<file path="src/sts_params.svh">
// register indices, reset values and timing constants of the standby scan block
`ifndef STS_PARAMS_SVH
`define STS_PARAMS_SVH

// register indices; byte address is four times the index
`define STS_IDX_NOISE   10'h038
`define STS_IDX_CHEN    10'h040
`define STS_IDX_CFG     10'h041
`define STS_IDX_GAIN    10'h042
`define STS_IDX_LEVEL   10'h043
`define STS_IDX_CTRL    10'h044
`define STS_IDX_STATUS  10'h045
`define STS_IDX_MASK    10'h046
`define STS_IDX_TOUCH   10'h047

// reset values
`define STS_RST_NOISE   8'h01
`define STS_RST_CHEN    8'h00
`define STS_RST_CFG     8'h39
`define STS_RST_GAIN    8'h02
`define STS_RST_LEVEL   8'h40
`define STS_RST_CTRL    8'h00
`define STS_RST_STATUS  7'h00
`define STS_RST_MASK    7'h00

// timing: clock rate and the unit steps of sample and cycle time
`define STS_CLK_MHZ      40
`define STS_SAMP_UNIT_US 320
`define STS_CYC_UNIT_US  35000

// threshold fractions, in eighths of the standby level
`define STS_EIGHTHS_SHIFT 3
`define STS_NOISE_E0      4'h2
`define STS_NOISE_E1      4'h3
`define STS_NOISE_E2      4'h4
`define STS_NOISE_E3      4'h5
`define STS_MTP_E0        4'h1
`define STS_MTP_E1        4'h2
`define STS_MTP_E2        4'h3
`define STS_MTP_E3        4'h8

// saturation ceiling of the reported delta
`define STS_DELTA_MAX     7'h7F
// status bit of the stretched-cycle event
`define STS_STRETCH_BIT   6

`endif

</file>
<file path="src/sts_pkg.sv">
// types shared by the standby touch scan block
`default_nettype none
package sts_pkg;

  typedef struct packed {
    logic [5:0] rsvd;
    logic [1:0] noise_threshold_pct;
  } sts_noise_reg_type;

  typedef struct packed {
    logic [1:0] rsvd;
    logic       standby_chan6_enable;
    logic       standby_chan5_enable;
    logic       standby_chan4_enable;
    logic       standby_chan3_enable;
    logic       standby_chan2_enable;
    logic       standby_chan1_enable;
  } sts_chen_reg_type;

  typedef struct packed {
    logic       accumulate_not_average;
    logic [2:0] standby_sample_count;
    logic [1:0] standby_sample_time;
    logic [1:0] standby_cycle_time;
  } sts_cfg_reg_type;

  typedef struct packed {
    logic [4:0] rsvd;
    logic [2:0] standby_sensitivity;
  } sts_gain_reg_type;

  typedef struct packed {
    logic       rsvd;
    logic [6:0] level;
  } sts_level_reg_type;

  typedef struct packed {
    logic [4:0] rsvd;
    logic [1:0] mtp_pct;
    logic       digital_noise_disable;
  } sts_ctrl_reg_type;

  typedef struct packed {
    logic [5:0] touch;
    logic [5:0] noise;
    logic [5:0] mtp_over;
  } sts_result_type;

  typedef enum logic [1:0] {
    ST_OFF    = 2'b00,
    ST_SAMPLE = 2'b01,
    ST_EVAL   = 2'b10,
    ST_IDLE   = 2'b11
  } sts_state_type;

endpackage
`default_nettype wire

</file>
<file path="src/sts_standby_scan.sv">
// standby scan sequencer, delta evaluation and apb register file
//
// Function
// - delta above noise level but not above touch level flags a noise spike
// - digital noise disable bit suppresses the noise spike flag
// - noise level is 25, 37.5, 50 or 62.5 percent of touch level
// - six enable bits pick standby channels; all off after reset
// - enabled channels use standby level, averaging and sensitivity
// - accumulate bit selects sum instead of average of the samples
// - sample count field sets burst length; burst runs on one channel
// - sample time field gives 320us, 640us, 1.28ms or 2.56ms
// - cycle time field gives 35, 70, 105 or 140 ms
// - channels sampled at cycle start, low power idle for the remainder
// - cycle stretches when sampling outlasts the programmed period
// - sensitivity field picks multiplier 128x down by halves to 1x
// - delta msb weighs 64 raw counts at 128x, 8192 at 1x
// - standby level register resets to 40h; delta above it is touch
// - pattern detection level is a fraction of the standby level
//
// The APB register port was chosen for this implementation.
`include "sts_params.svh"
`default_nettype none

module sts_standby_scan
  import sts_pkg::*;
#(
  parameter int RAW_W         = 16,
  parameter int SAMP_UNIT_CYC = `STS_SAMP_UNIT_US * `STS_CLK_MHZ,
  parameter int CYC_UNIT_CYC  = `STS_CYC_UNIT_US * `STS_CLK_MHZ
) (
  // clock and reset
  input  wire logic             pclk,
  input  wire logic             presetn,
  // apb slave
  input  wire logic             psel,
  input  wire logic             penable,
  input  wire logic             pwrite,
  input  wire logic [11:0]      paddr,
  input  wire logic [31:0]      pwdata,
  output logic      [31:0]      prdata,
  output logic                  pready,
  output logic                  pslverr,
  // analog front end
  input  wire logic             standby_mode,
  input  wire logic [RAW_W-1:0] raw_count,
  output logic                  sense_enable,
  output logic      [2:0]       sense_chan,
  output logic                  low_power_idle,
  // results
  output sts_result_type        scan_result,
  output logic                  irq
);

  localparam int SAMP_W = 24;
  localparam int CYC_W  = 26;
  localparam int ACC_W  = RAW_W + 8;

  // ---------------------------------------------------------------- functions
  // sample time decode
  function automatic logic [SAMP_W-1:0] samp_len(input logic [1:0] f);
    samp_len = SAMP_W'(SAMP_UNIT_CYC) << f;
  endfunction

  function automatic logic [CYC_W-1:0] cyc_len(input logic [1:0] f);
    logic [CYC_W-1:0] u;
    u = CYC_W'(CYC_UNIT_CYC);
    case (f)
      2'h0:    cyc_len = u;
      2'h1:    cyc_len = u << 1;
      2'h2:    cyc_len = (u << 1) + u;
      2'h3:    cyc_len = u << 2;
      default: cyc_len = u;
    endcase
  endfunction

  // level times eighths, truncated
  function automatic logic [6:0] frac_of(input logic [6:0] lvl, input logic [3:0] e);
    logic [10:0] p;
    p = 11'(lvl) * 11'(e);
    frac_of = p[6+`STS_EIGHTHS_SHIFT:`STS_EIGHTHS_SHIFT];
  endfunction

  // lowest enabled channel at or above start; msb flags a hit
  function automatic logic [3:0] next_chan(input logic [5:0] en, input logic [2:0] start);
    logic [3:0] r;
    r = 4'h0;
    for (int i = 5; i >= 0; i--) begin
      if (en[i] && (3'(i) >= start)) begin
        r = {1'b1, 3'(i)};
      end
    end
    next_chan = r;
  endfunction

  // ---------------------------------------------------------------- registers
  sts_noise_reg_type noise_q;
  sts_chen_reg_type  chen_q;
  sts_cfg_reg_type   cfg_q;
  sts_gain_reg_type  gain_q;
  sts_level_reg_type level_q;
  sts_ctrl_reg_type  ctrl_q;
  logic [6:0]        status_q;
  logic [6:0]        mask_q;
  logic [31:0]       prdata_q;

  // scan state
  sts_state_type     state_q;
  sts_cfg_reg_type   act_cfg_q;
  sts_gain_reg_type  act_gain_q;
  logic [2:0]        chan_q;
  logic [SAMP_W-1:0] samp_cnt_q;
  logic [7:0]        nsamp_q;
  logic [ACC_W-1:0]  acc_q;
  logic [CYC_W-1:0]  cyc_cnt_q;
  sts_result_type    res_q;

  // ---------------------------------------------------------------- apb decode
  logic [9:0]  idx;
  logic        mapped;
  logic        setup_ph;
  logic        wr_en;
  logic [31:0] rd_val;
  logic [6:0]  status_set;

  assign idx      = paddr[11:2];
  assign setup_ph = psel && !penable;
  assign wr_en    = psel && penable && pwrite && mapped;
  assign pready   = 1'b1;
  assign pslverr  = psel && penable && !mapped;
  assign prdata   = prdata_q;

  always_comb begin
    mapped = 1'b1;
    rd_val = 32'h0000_0000;
    case (idx)
      `STS_IDX_NOISE:  rd_val = {24'h00_0000, noise_q};
      `STS_IDX_CHEN:   rd_val = {24'h00_0000, chen_q};
      `STS_IDX_CFG:    rd_val = {24'h00_0000, cfg_q};
      `STS_IDX_GAIN:   rd_val = {24'h00_0000, gain_q};
      `STS_IDX_LEVEL:  rd_val = {24'h00_0000, level_q};
      `STS_IDX_CTRL:   rd_val = {24'h00_0000, ctrl_q};
      `STS_IDX_STATUS: rd_val = {25'h000_0000, status_q};
      `STS_IDX_MASK:   rd_val = {25'h000_0000, mask_q};
      `STS_IDX_TOUCH:  rd_val = {26'h000_0000, res_q.touch};
      default:         mapped = 1'b0;
    endcase
  end

  // read data captured in setup so it stands through the access phase
  always_ff @(posedge pclk or negedge presetn) begin
    if (!presetn) begin
      prdata_q <= 32'h0000_0000;
    end else if (setup_ph) begin
      prdata_q <= pwrite ? 32'h0000_0000 : rd_val;
    end
  end

  // reserved bits are forced to zero on write
  always_ff @(posedge pclk or negedge presetn) begin
    if (!presetn) begin
      noise_q <= `STS_RST_NOISE;
      chen_q  <= `STS_RST_CHEN;
      cfg_q   <= `STS_RST_CFG;
      gain_q  <= `STS_RST_GAIN;
      level_q <= `STS_RST_LEVEL;
      ctrl_q  <= `STS_RST_CTRL;
      mask_q  <= `STS_RST_MASK;
    end else if (wr_en) begin
      case (idx)
        `STS_IDX_NOISE: noise_q <= {6'h00, pwdata[1:0]};
        `STS_IDX_CHEN:  chen_q  <= {2'h0, pwdata[5:0]};
        `STS_IDX_CFG:   cfg_q   <= pwdata[7:0];
        `STS_IDX_GAIN:  gain_q  <= {5'h00, pwdata[2:0]};
        `STS_IDX_LEVEL: level_q <= {1'b0, pwdata[6:0]};
        `STS_IDX_CTRL:  ctrl_q  <= {5'h00, pwdata[2:0]};
        `STS_IDX_MASK:  mask_q  <= pwdata[6:0];
        default:        ;
      endcase
    end
  end

  // sticky status, write one to clear; a new event outranks the clear
  always_ff @(posedge pclk or negedge presetn) begin
    if (!presetn) begin
      status_q <= `STS_RST_STATUS;
    end else begin
      status_q <= (status_q & ~((wr_en && idx == `STS_IDX_STATUS) ? pwdata[6:0] : 7'h00))
                  | status_set;
    end
  end

  assign irq = |(status_q & mask_q);

  // ---------------------------------------------------------------- evaluation
  logic [5:0]       en_vec;
  logic [3:0]       first_hit;
  logic [3:0]       next_hit;
  logic             start_ok;
  logic             samp_done;
  logic             burst_done;
  logic [7:0]       nsamp_last;
  logic [ACC_W-1:0] acc_sum;
  logic [ACC_W-1:0] combined;
  logic [ACC_W-1:0] scaled;
  logic [6:0]       delta;
  logic [6:0]       noise_lvl;
  logic [6:0]       mtp_lvl;
  logic [3:0]       noise_e;
  logic [3:0]       mtp_e;
  logic             is_touch;
  logic             is_noise;
  logic             is_mtp;
  logic             cyc_over;

  // only enabled channels enter the scan
  assign en_vec     = chen_q[5:0];
  assign first_hit  = next_chan(en_vec, 3'h0);
  assign next_hit   = next_chan(en_vec, chan_q + 3'h1);
  assign start_ok   = standby_mode && first_hit[3];
  assign samp_done  = samp_cnt_q == samp_len(act_cfg_q.standby_sample_time) - SAMP_W'(1);
  // burst length is a power of two, 8 after reset
  assign nsamp_last = 8'(8'h01 << act_cfg_q.standby_sample_count) - 8'h01;
  assign burst_done = samp_done && (nsamp_q == nsamp_last);
  assign acc_sum    = acc_q + ACC_W'(raw_count);
  assign cyc_over   = cyc_cnt_q >= cyc_len(act_cfg_q.standby_cycle_time) - CYC_W'(1);

  // sum or average of the burst
  assign combined = act_cfg_q.accumulate_not_average ? acc_q
                                                     : acc_q >> act_cfg_q.standby_sample_count;
  // raw counts per lsb double with each sensitivity step
  assign scaled   = combined >> act_gain_q.standby_sensitivity;
  // saturation keeps a summed touch from wrapping around
  assign delta    = (|scaled[ACC_W-1:7]) ? `STS_DELTA_MAX : scaled[6:0];

  always_comb begin
    case (noise_q.noise_threshold_pct)
      2'h0:    noise_e = `STS_NOISE_E0;
      2'h1:    noise_e = `STS_NOISE_E1;
      2'h2:    noise_e = `STS_NOISE_E2;
      2'h3:    noise_e = `STS_NOISE_E3;
      default: noise_e = `STS_NOISE_E1;
    endcase
    case (ctrl_q.mtp_pct)
      2'h0:    mtp_e = `STS_MTP_E0;
      2'h1:    mtp_e = `STS_MTP_E1;
      2'h2:    mtp_e = `STS_MTP_E2;
      2'h3:    mtp_e = `STS_MTP_E3;
      default: mtp_e = `STS_MTP_E0;
    endcase
  end

  // noise level as a fraction of the standby level
  assign noise_lvl = frac_of(level_q.level, noise_e);
  // pattern level from the standby level, not the active ones
  assign mtp_lvl   = frac_of(level_q.level, mtp_e);
  assign is_touch  = delta > level_q.level;
  // noise spike window, disabled by the control bit
  assign is_noise  = !ctrl_q.digital_noise_disable && (delta > noise_lvl) && !is_touch;
  assign is_mtp    = delta > mtp_lvl;

  // ---------------------------------------------------------------- sequencer
  always_ff @(posedge pclk or negedge presetn) begin
    if (!presetn) begin
      state_q <= ST_OFF;
    end else begin
      case (state_q)
        ST_OFF: begin
          if (start_ok) begin
            state_q <= ST_SAMPLE;
          end
        end
        ST_SAMPLE: begin
          if (!standby_mode) begin
            state_q <= ST_OFF;
          end else if (burst_done) begin
            state_q <= ST_EVAL;
          end
        end
        ST_EVAL: begin
          if (!standby_mode) begin
            state_q <= ST_OFF;
          end else if (next_hit[3]) begin
            state_q <= ST_SAMPLE;
          end else begin
            // rest of the period spent idle
            state_q <= ST_IDLE;
          end
        end
        ST_IDLE: begin
          if (!standby_mode) begin
            state_q <= ST_OFF;
          end else if (cyc_over) begin
            state_q <= start_ok ? ST_SAMPLE : ST_OFF;
          end
        end
        default: state_q <= ST_OFF;
      endcase
    end
  end

  logic cyc_start;
  assign cyc_start = start_ok && ((state_q == ST_OFF) || (state_q == ST_IDLE && cyc_over));

  // working copy of timing and sensitivity taken only at cycle start
  always_ff @(posedge pclk or negedge presetn) begin
    if (!presetn) begin
      act_cfg_q  <= `STS_RST_CFG;
      act_gain_q <= `STS_RST_GAIN;
    end else if (cyc_start) begin
      act_cfg_q  <= cfg_q;
      act_gain_q <= gain_q;
    end
  end

  // period counter saturates, so an overrun cycle ends at once
  always_ff @(posedge pclk or negedge presetn) begin
    if (!presetn) begin
      cyc_cnt_q <= '0;
    end else if (cyc_start || state_q == ST_OFF) begin
      cyc_cnt_q <= '0;
    end else if (!(&cyc_cnt_q)) begin
      cyc_cnt_q <= cyc_cnt_q + CYC_W'(1);
    end
  end

  // whole burst on one channel before stepping to the next
  always_ff @(posedge pclk or negedge presetn) begin
    if (!presetn) begin
      chan_q <= 3'h0;
    end else if (cyc_start) begin
      chan_q <= first_hit[2:0];
    end else if (state_q == ST_EVAL && next_hit[3]) begin
      chan_q <= next_hit[2:0];
    end
  end

  // one sample per sample window, raw count taken at its last edge
  always_ff @(posedge pclk or negedge presetn) begin
    if (!presetn) begin
      samp_cnt_q <= '0;
      nsamp_q    <= 8'h00;
      acc_q      <= '0;
    end else if (state_q == ST_SAMPLE) begin
      if (samp_done) begin
        samp_cnt_q <= '0;
        nsamp_q    <= nsamp_q + 8'h01;
        acc_q      <= burst_done ? acc_q : acc_sum;
      end else begin
        samp_cnt_q <= samp_cnt_q + SAMP_W'(1);
      end
      if (burst_done) begin
        acc_q <= acc_sum;
      end
    end else if (state_q != ST_EVAL) begin
      samp_cnt_q <= '0;
      nsamp_q    <= 8'h00;
      acc_q      <= '0;
    end else begin
      // combined result was consumed in eval; clear for the next burst
      samp_cnt_q <= '0;
      nsamp_q    <= 8'h00;
      acc_q      <= '0;
    end
  end

  // per-channel results, disabled channels cleared when the running cycle ends
  always_ff @(posedge pclk or negedge presetn) begin
    if (!presetn) begin
      res_q <= '0;
    end else if (state_q == ST_OFF || !standby_mode) begin
      res_q <= '0;
    end else if (state_q == ST_EVAL) begin
      res_q.touch[chan_q]    <= is_touch;
      res_q.noise[chan_q]    <= is_noise;
      res_q.mtp_over[chan_q] <= is_mtp;
    end else if (cyc_start) begin
      res_q.touch    <= res_q.touch & en_vec;
      res_q.noise    <= res_q.noise & en_vec;
      res_q.mtp_over <= res_q.mtp_over & en_vec;
    end
  end

  // events: new touch per channel, and a cycle that overran its period
  always_comb begin
    status_set = 7'h00;
    if (state_q == ST_EVAL && is_touch && !res_q.touch[chan_q]) begin
      status_set[chan_q] = 1'b1;
    end
    // sampling outlasted the period; the idle phase lasts a single clock
    if (state_q == ST_EVAL && !next_hit[3] && cyc_over) begin
      status_set[`STS_STRETCH_BIT] = 1'b1;
    end
  end

  assign sense_enable   = state_q == ST_SAMPLE;
  assign sense_chan     = chan_q;
  // low power only in the idle state, not in off or eval
  assign low_power_idle = state_q == ST_IDLE;
  assign scan_result    = res_q;

endmodule
`default_nettype wire

</file>
<file path="config.mk">
export PLATFORM = sky130hd
export DESIGN_NAME = sts_standby_scan
export DESIGN_NICKNAME = d
export VERILOG_FILES = /design/src/sts_pkg.sv /design/src/sts_standby_scan.sv
export VERILOG_INCLUDE_DIRS = /design/src
export SDC_FILE = /design/constraint.sdc
export NUM_CORES = 1
export LEC_CHECK = 0
export ABC_AREA = 1
export BUFFER_PORTS_ARGS = -buffer_cell sky130_fd_sc_hd__buf_2
export CORE_UTILIZATION = 45
export CTS_BUF_LIST = sky130_fd_sc_hd__clkbuf_8
export DETAILED_ROUTE_END_ITERATION = 12
export GPL_ROUTABILITY_DRIVEN = 0
export PLACE_DENSITY = 0.6
export SLEW_MARGIN = 0
export SYNTH_ARGS = -nofsm -noshare
export SYNTH_HDL_FRONTEND = slang
export SYNTH_SLANG_ARGS = --single-unit
</file>
<file path="constraint.sdc">
create_clock -name pclk -period 7.7 [get_ports pclk]
set_input_delay 0.77 -clock pclk [delete_from_list [all_inputs] [get_ports pclk]]
set_output_delay 0.77 -clock pclk [all_outputs]
set_load 0.02 [all_outputs]
</file>
==> flow_summary.yaml <==
timing:
  rsz0062_at_grt: "no"
  setup_violations: 0
  drv_slew: 0
  fin_crit_ns: 5.12
  finalCritPeriodShare_pct: 66.5
  hold_viol_final: 0
  worst_pin_slew_ns: 1.07
  fin_setup_tns_ns: 0
  max_freq_ghz: 0.195
  finalClockSkew_ns: 0.0214
  slew_headroom_pct: 28.3
power:
  power_leakage_uw: 0.00649
  powerDensity_nw_per_um2: 174
  ir_drop_mv: 0.141
  finalPower_uw: 2430
final_layout:
  antennaDiodeCount: 0
  area_delta_synth_final_pct: 7.15
  final_area_sq_um: 14000
  fin_util_pct: 49.6
  drive_gt1_share_pct: 6.94
  num-nets-final: 2061
  fillerInstances: 2883
placed_design:
  place.detailed.hpwl_um: 26300
  io_buffer_count: 72
  postPlaceCellArea_sq_um: 13600
setup_path:
  critPathSlowestCell: "dfstp_2"
  endpoint: "status_q[3]"
  crit_required_ns: 8.10
  startpoint_type: "flop"
  cp.depth: 23
  rr_endpoint: "status_q[3]"
  critPathMaxStageDelay_ns: 0.83
  critPathTopFamily: "simple AND/OR/NAND/NOR gates"
  crit_type: "flop to flop"
  cp_max_fo: 24
  rrSetupSlack_ns: 2.58
  critPathArrivalTime_ns: 5.52
  r2r_cells: 23
  path_buf_inv: 4
  cp-startpoint: "act_cfg_q[5]"
  r2r_start: "act_cfg_q[5]"
  cp-end-kind: "flop"
  cp_cell_sequence: "inv_1 -> nand3_1 -> a2bb2oi_1 -> nand3_1 -> nand2_1 -> nand2_1 -> nor2_1 -> nand3_1 -> nor2_1 -> nand2_1 -> inv_1 -> o2111ai_1 -> ha_1 -> nand2_1 -> o21ai_0 -> nand2_1 -> o211ai_1 -> nand2_1 -> nor2_1 -> inv_1 -> nor2_1 -> inv_1 -> o21ai_0"
  cpMostUsedCell: "nand2_1"
logic_synthesis:
  synthTopCellsByArea: "dfrtp_1 (30%), nand2_1 (12%), ha_1 (9.3%), inv_1 (6.5%), nand3_1 (6.2%)"
  yosysWarnings: 0
  netlist_area_sq_um: 13000
  synthAdderAreaFrac_pct: 10.5
  synth_top_family_by_area: "simple AND/OR/NAND/NOR gates"
  synth-simple-area-share_pct: 29.1
  syn_inst: 1842
  synth_top_area_share_pct: 29.7
  syn_avg_cell_area_sq_um: 7.08
  synth_compound_area_share_pct: 15.6
  synth_cell_types: 58
  synth_xor_area_share_pct: 2.69
  ys_seq_area_share_pct: 32.2
  ys_ff_latch: 167
  synth_top_cell_by_area: "dfrtp_1"
  synth_mux_area_share_pct: 0.240
  synth_edf_count: 0
  async_reset_ff_share_pct: 100
  ys.flop_type: "dfrtp_1"
clock_tree:
  path_clk_slew_ns: 0.11
  cts.sink_count: 167
  clockRootBuffer: "clkbuf_8"
  max-clock-path-buffers: 2
  cts-hold-fix-buffers: 0
  worstSkewPairLatency_ns: 0.48
  htreeDepth: 4
  cts-resized-gates: 0
  numCtsBuffers: 17
  cts_setup_buffers: 0
  cts_tree: "built"
detailed_routing:
  vias_per_cell: 5.41
  wl_per_cell_um: 15.3
  drt-pass1-iter-count: 6
  wl_um: 35000
  drc: 0
  vias: 12341
  drt-initial-drc-count: 1010
  drtAntennaViolNets: 0
global_route:
  grt_pass1_wl_um: 57900
  grt_overflow: 0
  antenna_found_initial: 0
  met3_usage_pct: 4.42
  track_usage_pct: 24.7
  grt_busiest_layer: "met2"
  gr-usage-met1_pct: 33.7
  grtUsageMet2_pct: 40.4
  grt_max_degree: 92
  grt_pass1_vias: 11724
floorplan:
  ios: 124
  rows: 61
  core-area_sq_um: 28200
  die_w_um: 172
  die_area_sq_um: 29700
  die_h_um: 172
  start_util_pct: 46.3
worst_hold_path:
  hold_class: "input pin to async pin"
outcome:
  outcome: "completed"
job:
  drv_cap: 0
-- registers in the layout, summed over array words and instances (netlist names) --
signal and count:
act_gain_q 3, cfg_q 8, level_q 7, chen_q 6, acc_q 24, nsamp_q 8, status_q 7, scan_result 18
prdata 8, act_cfg_q 8, state_q 2, gain_q 3, noise_q 2, ctrl_q 3, mask_q 7, cyc_cnt_q 26
sense_chan 3, samp_cnt_q 24
-- worst reg2reg max path: stages, from the launching register on --
cell	delay, ns
dfstp_2	0.83
inv_1	0.49
nand3_1	0.26
a2bb2oi_1	0.23
nand3_1	0.11
nand2_1	0.10
nand2_1	0.05
nor2_1	0.09
nand3_1	0.07
nor2_1	0.25
nand2_1	0.11
inv_1	0.17
o2111ai_1	0.27
ha_1	0.40
nand2_1	0.05
o21ai_0	0.15
nand2_1	0.07
o211ai_1	0.09
nand2_1	0.19
nor2_1	0.45
inv_1	0.09
nor2_1	0.26
inv_1	0.12
o21ai_0	0.16
-- through the flow --
step / hold slack, ns / cells / setup slack (ns)
4_1_cts: 0.401 / 2281 / 2.66
3_3_place_gp: 0.445 / 2249 / 2.71
2_1_floorplan: 0.425 / 1869 / 3.92
5_1_grt: 0.440 / 2281 / 1.92
6_report: 0.382 / 2281 / 2.58
3_5_place_dp: 0.448 / 2249 / 2.71
-- cell families (layout without fill, tap and decap cells) --
kind of cell               count (synthesis)  count (layout)
buffers and inverters                    302             336
adders and majority gates                105             105
xor gates and xnor gates                  40              40
DFF                                      167             167
AOI/OAI and AO/OA                        349             349
and+or+nand+nor                          874             874
muxes                                      3               3
other                                      2              29
-- cells in the mapped netlist (11+ instances only) --
master / instances
xnor2_1: 13
ha_1: 97
inv_1: 225
a221oi_1: 13
o21ai_0: 152
buf_4: 27
o211ai_1: 11
nand2_1: 423
nand3_1: 161
xor2_1: 27
nor3_1: 64
buf_2: 11
a211oi_1: 12
dfstp_2: 12
nor4_1: 15
nor2_1: 150
dfrtp_1: 155
nand4_1: 39
a21oi_1: 91
clkbuf_1: 27
-- area by class of cell --
class                      count  area [sq um]  area share [%]
multi-input combinational   1400          7690            55.0
sequential                   167          4190            30.0
inverter                     230           863            6.18
tap                          378           473            3.38
timing repair buffer          74           382            2.73
clock buffer                  17           234            1.67
clock inverter                15           135           0.967
-- how the worst min path moves through the flow --
| stage | start | cells past startpoint | endpoint | slack (ns) |
|---|---|---|---|---|
| floorplan | samp_cnt_q[0] | 1 | samp_cnt_q[0] | 0.43 |
| global placement | samp_cnt_q[0] | 1 | samp_cnt_q[0] | 0.44 |
| detailed placement | samp_cnt_q[0] | 1 | samp_cnt_q[0] | 0.45 |
| CTS | presetn | 1 | cyc_cnt_q[20] | 0.40 |
| global route | presetn | 1 | samp_cnt_q[20] | 0.44 |
| finish | presetn | 1 | cyc_cnt_q[20] | 0.38 |
-- power breakdown --
part / internal [uW] / leakage, uW / total, uW / switching (uW)
clock: 236 / 0.000182 / 629 / 393
combinational: 237 / 0.00410 / 835 / 598
sequential: 922 / 0.00221 / 962 / 40.1
-- metal layers --
layer,vias to the layer above,share of wire [%],wire [um]
met2,304,46,16100
met1,5706,47,16600
li1,6287,-,-
met3,44,5.1,1800
met5,-,0,0
met4,0,1.4,475
-- cells in the final DEF (no fill, tap or decap), drive strengths merged, types with 6 or more instances in the layout --
cell      n
nor3     67
o211ai   11
a32oi     6
o21ai   152
nor2    153
xnor2    13
clkinv    7
o21a     10
o22ai    10
xor2     27
o31ai    10
inv     235
a221oi   13
dfstp    12
conb     29
dfrtp   155
a31oi    10
ha       97
a211oi   12
nor4     16
buf      74
nand3   161
a21oi    91
nand4    39
nand2   424
clkbuf   17
fa        8
No activity file was read; power rests on OpenSTA's default activity.
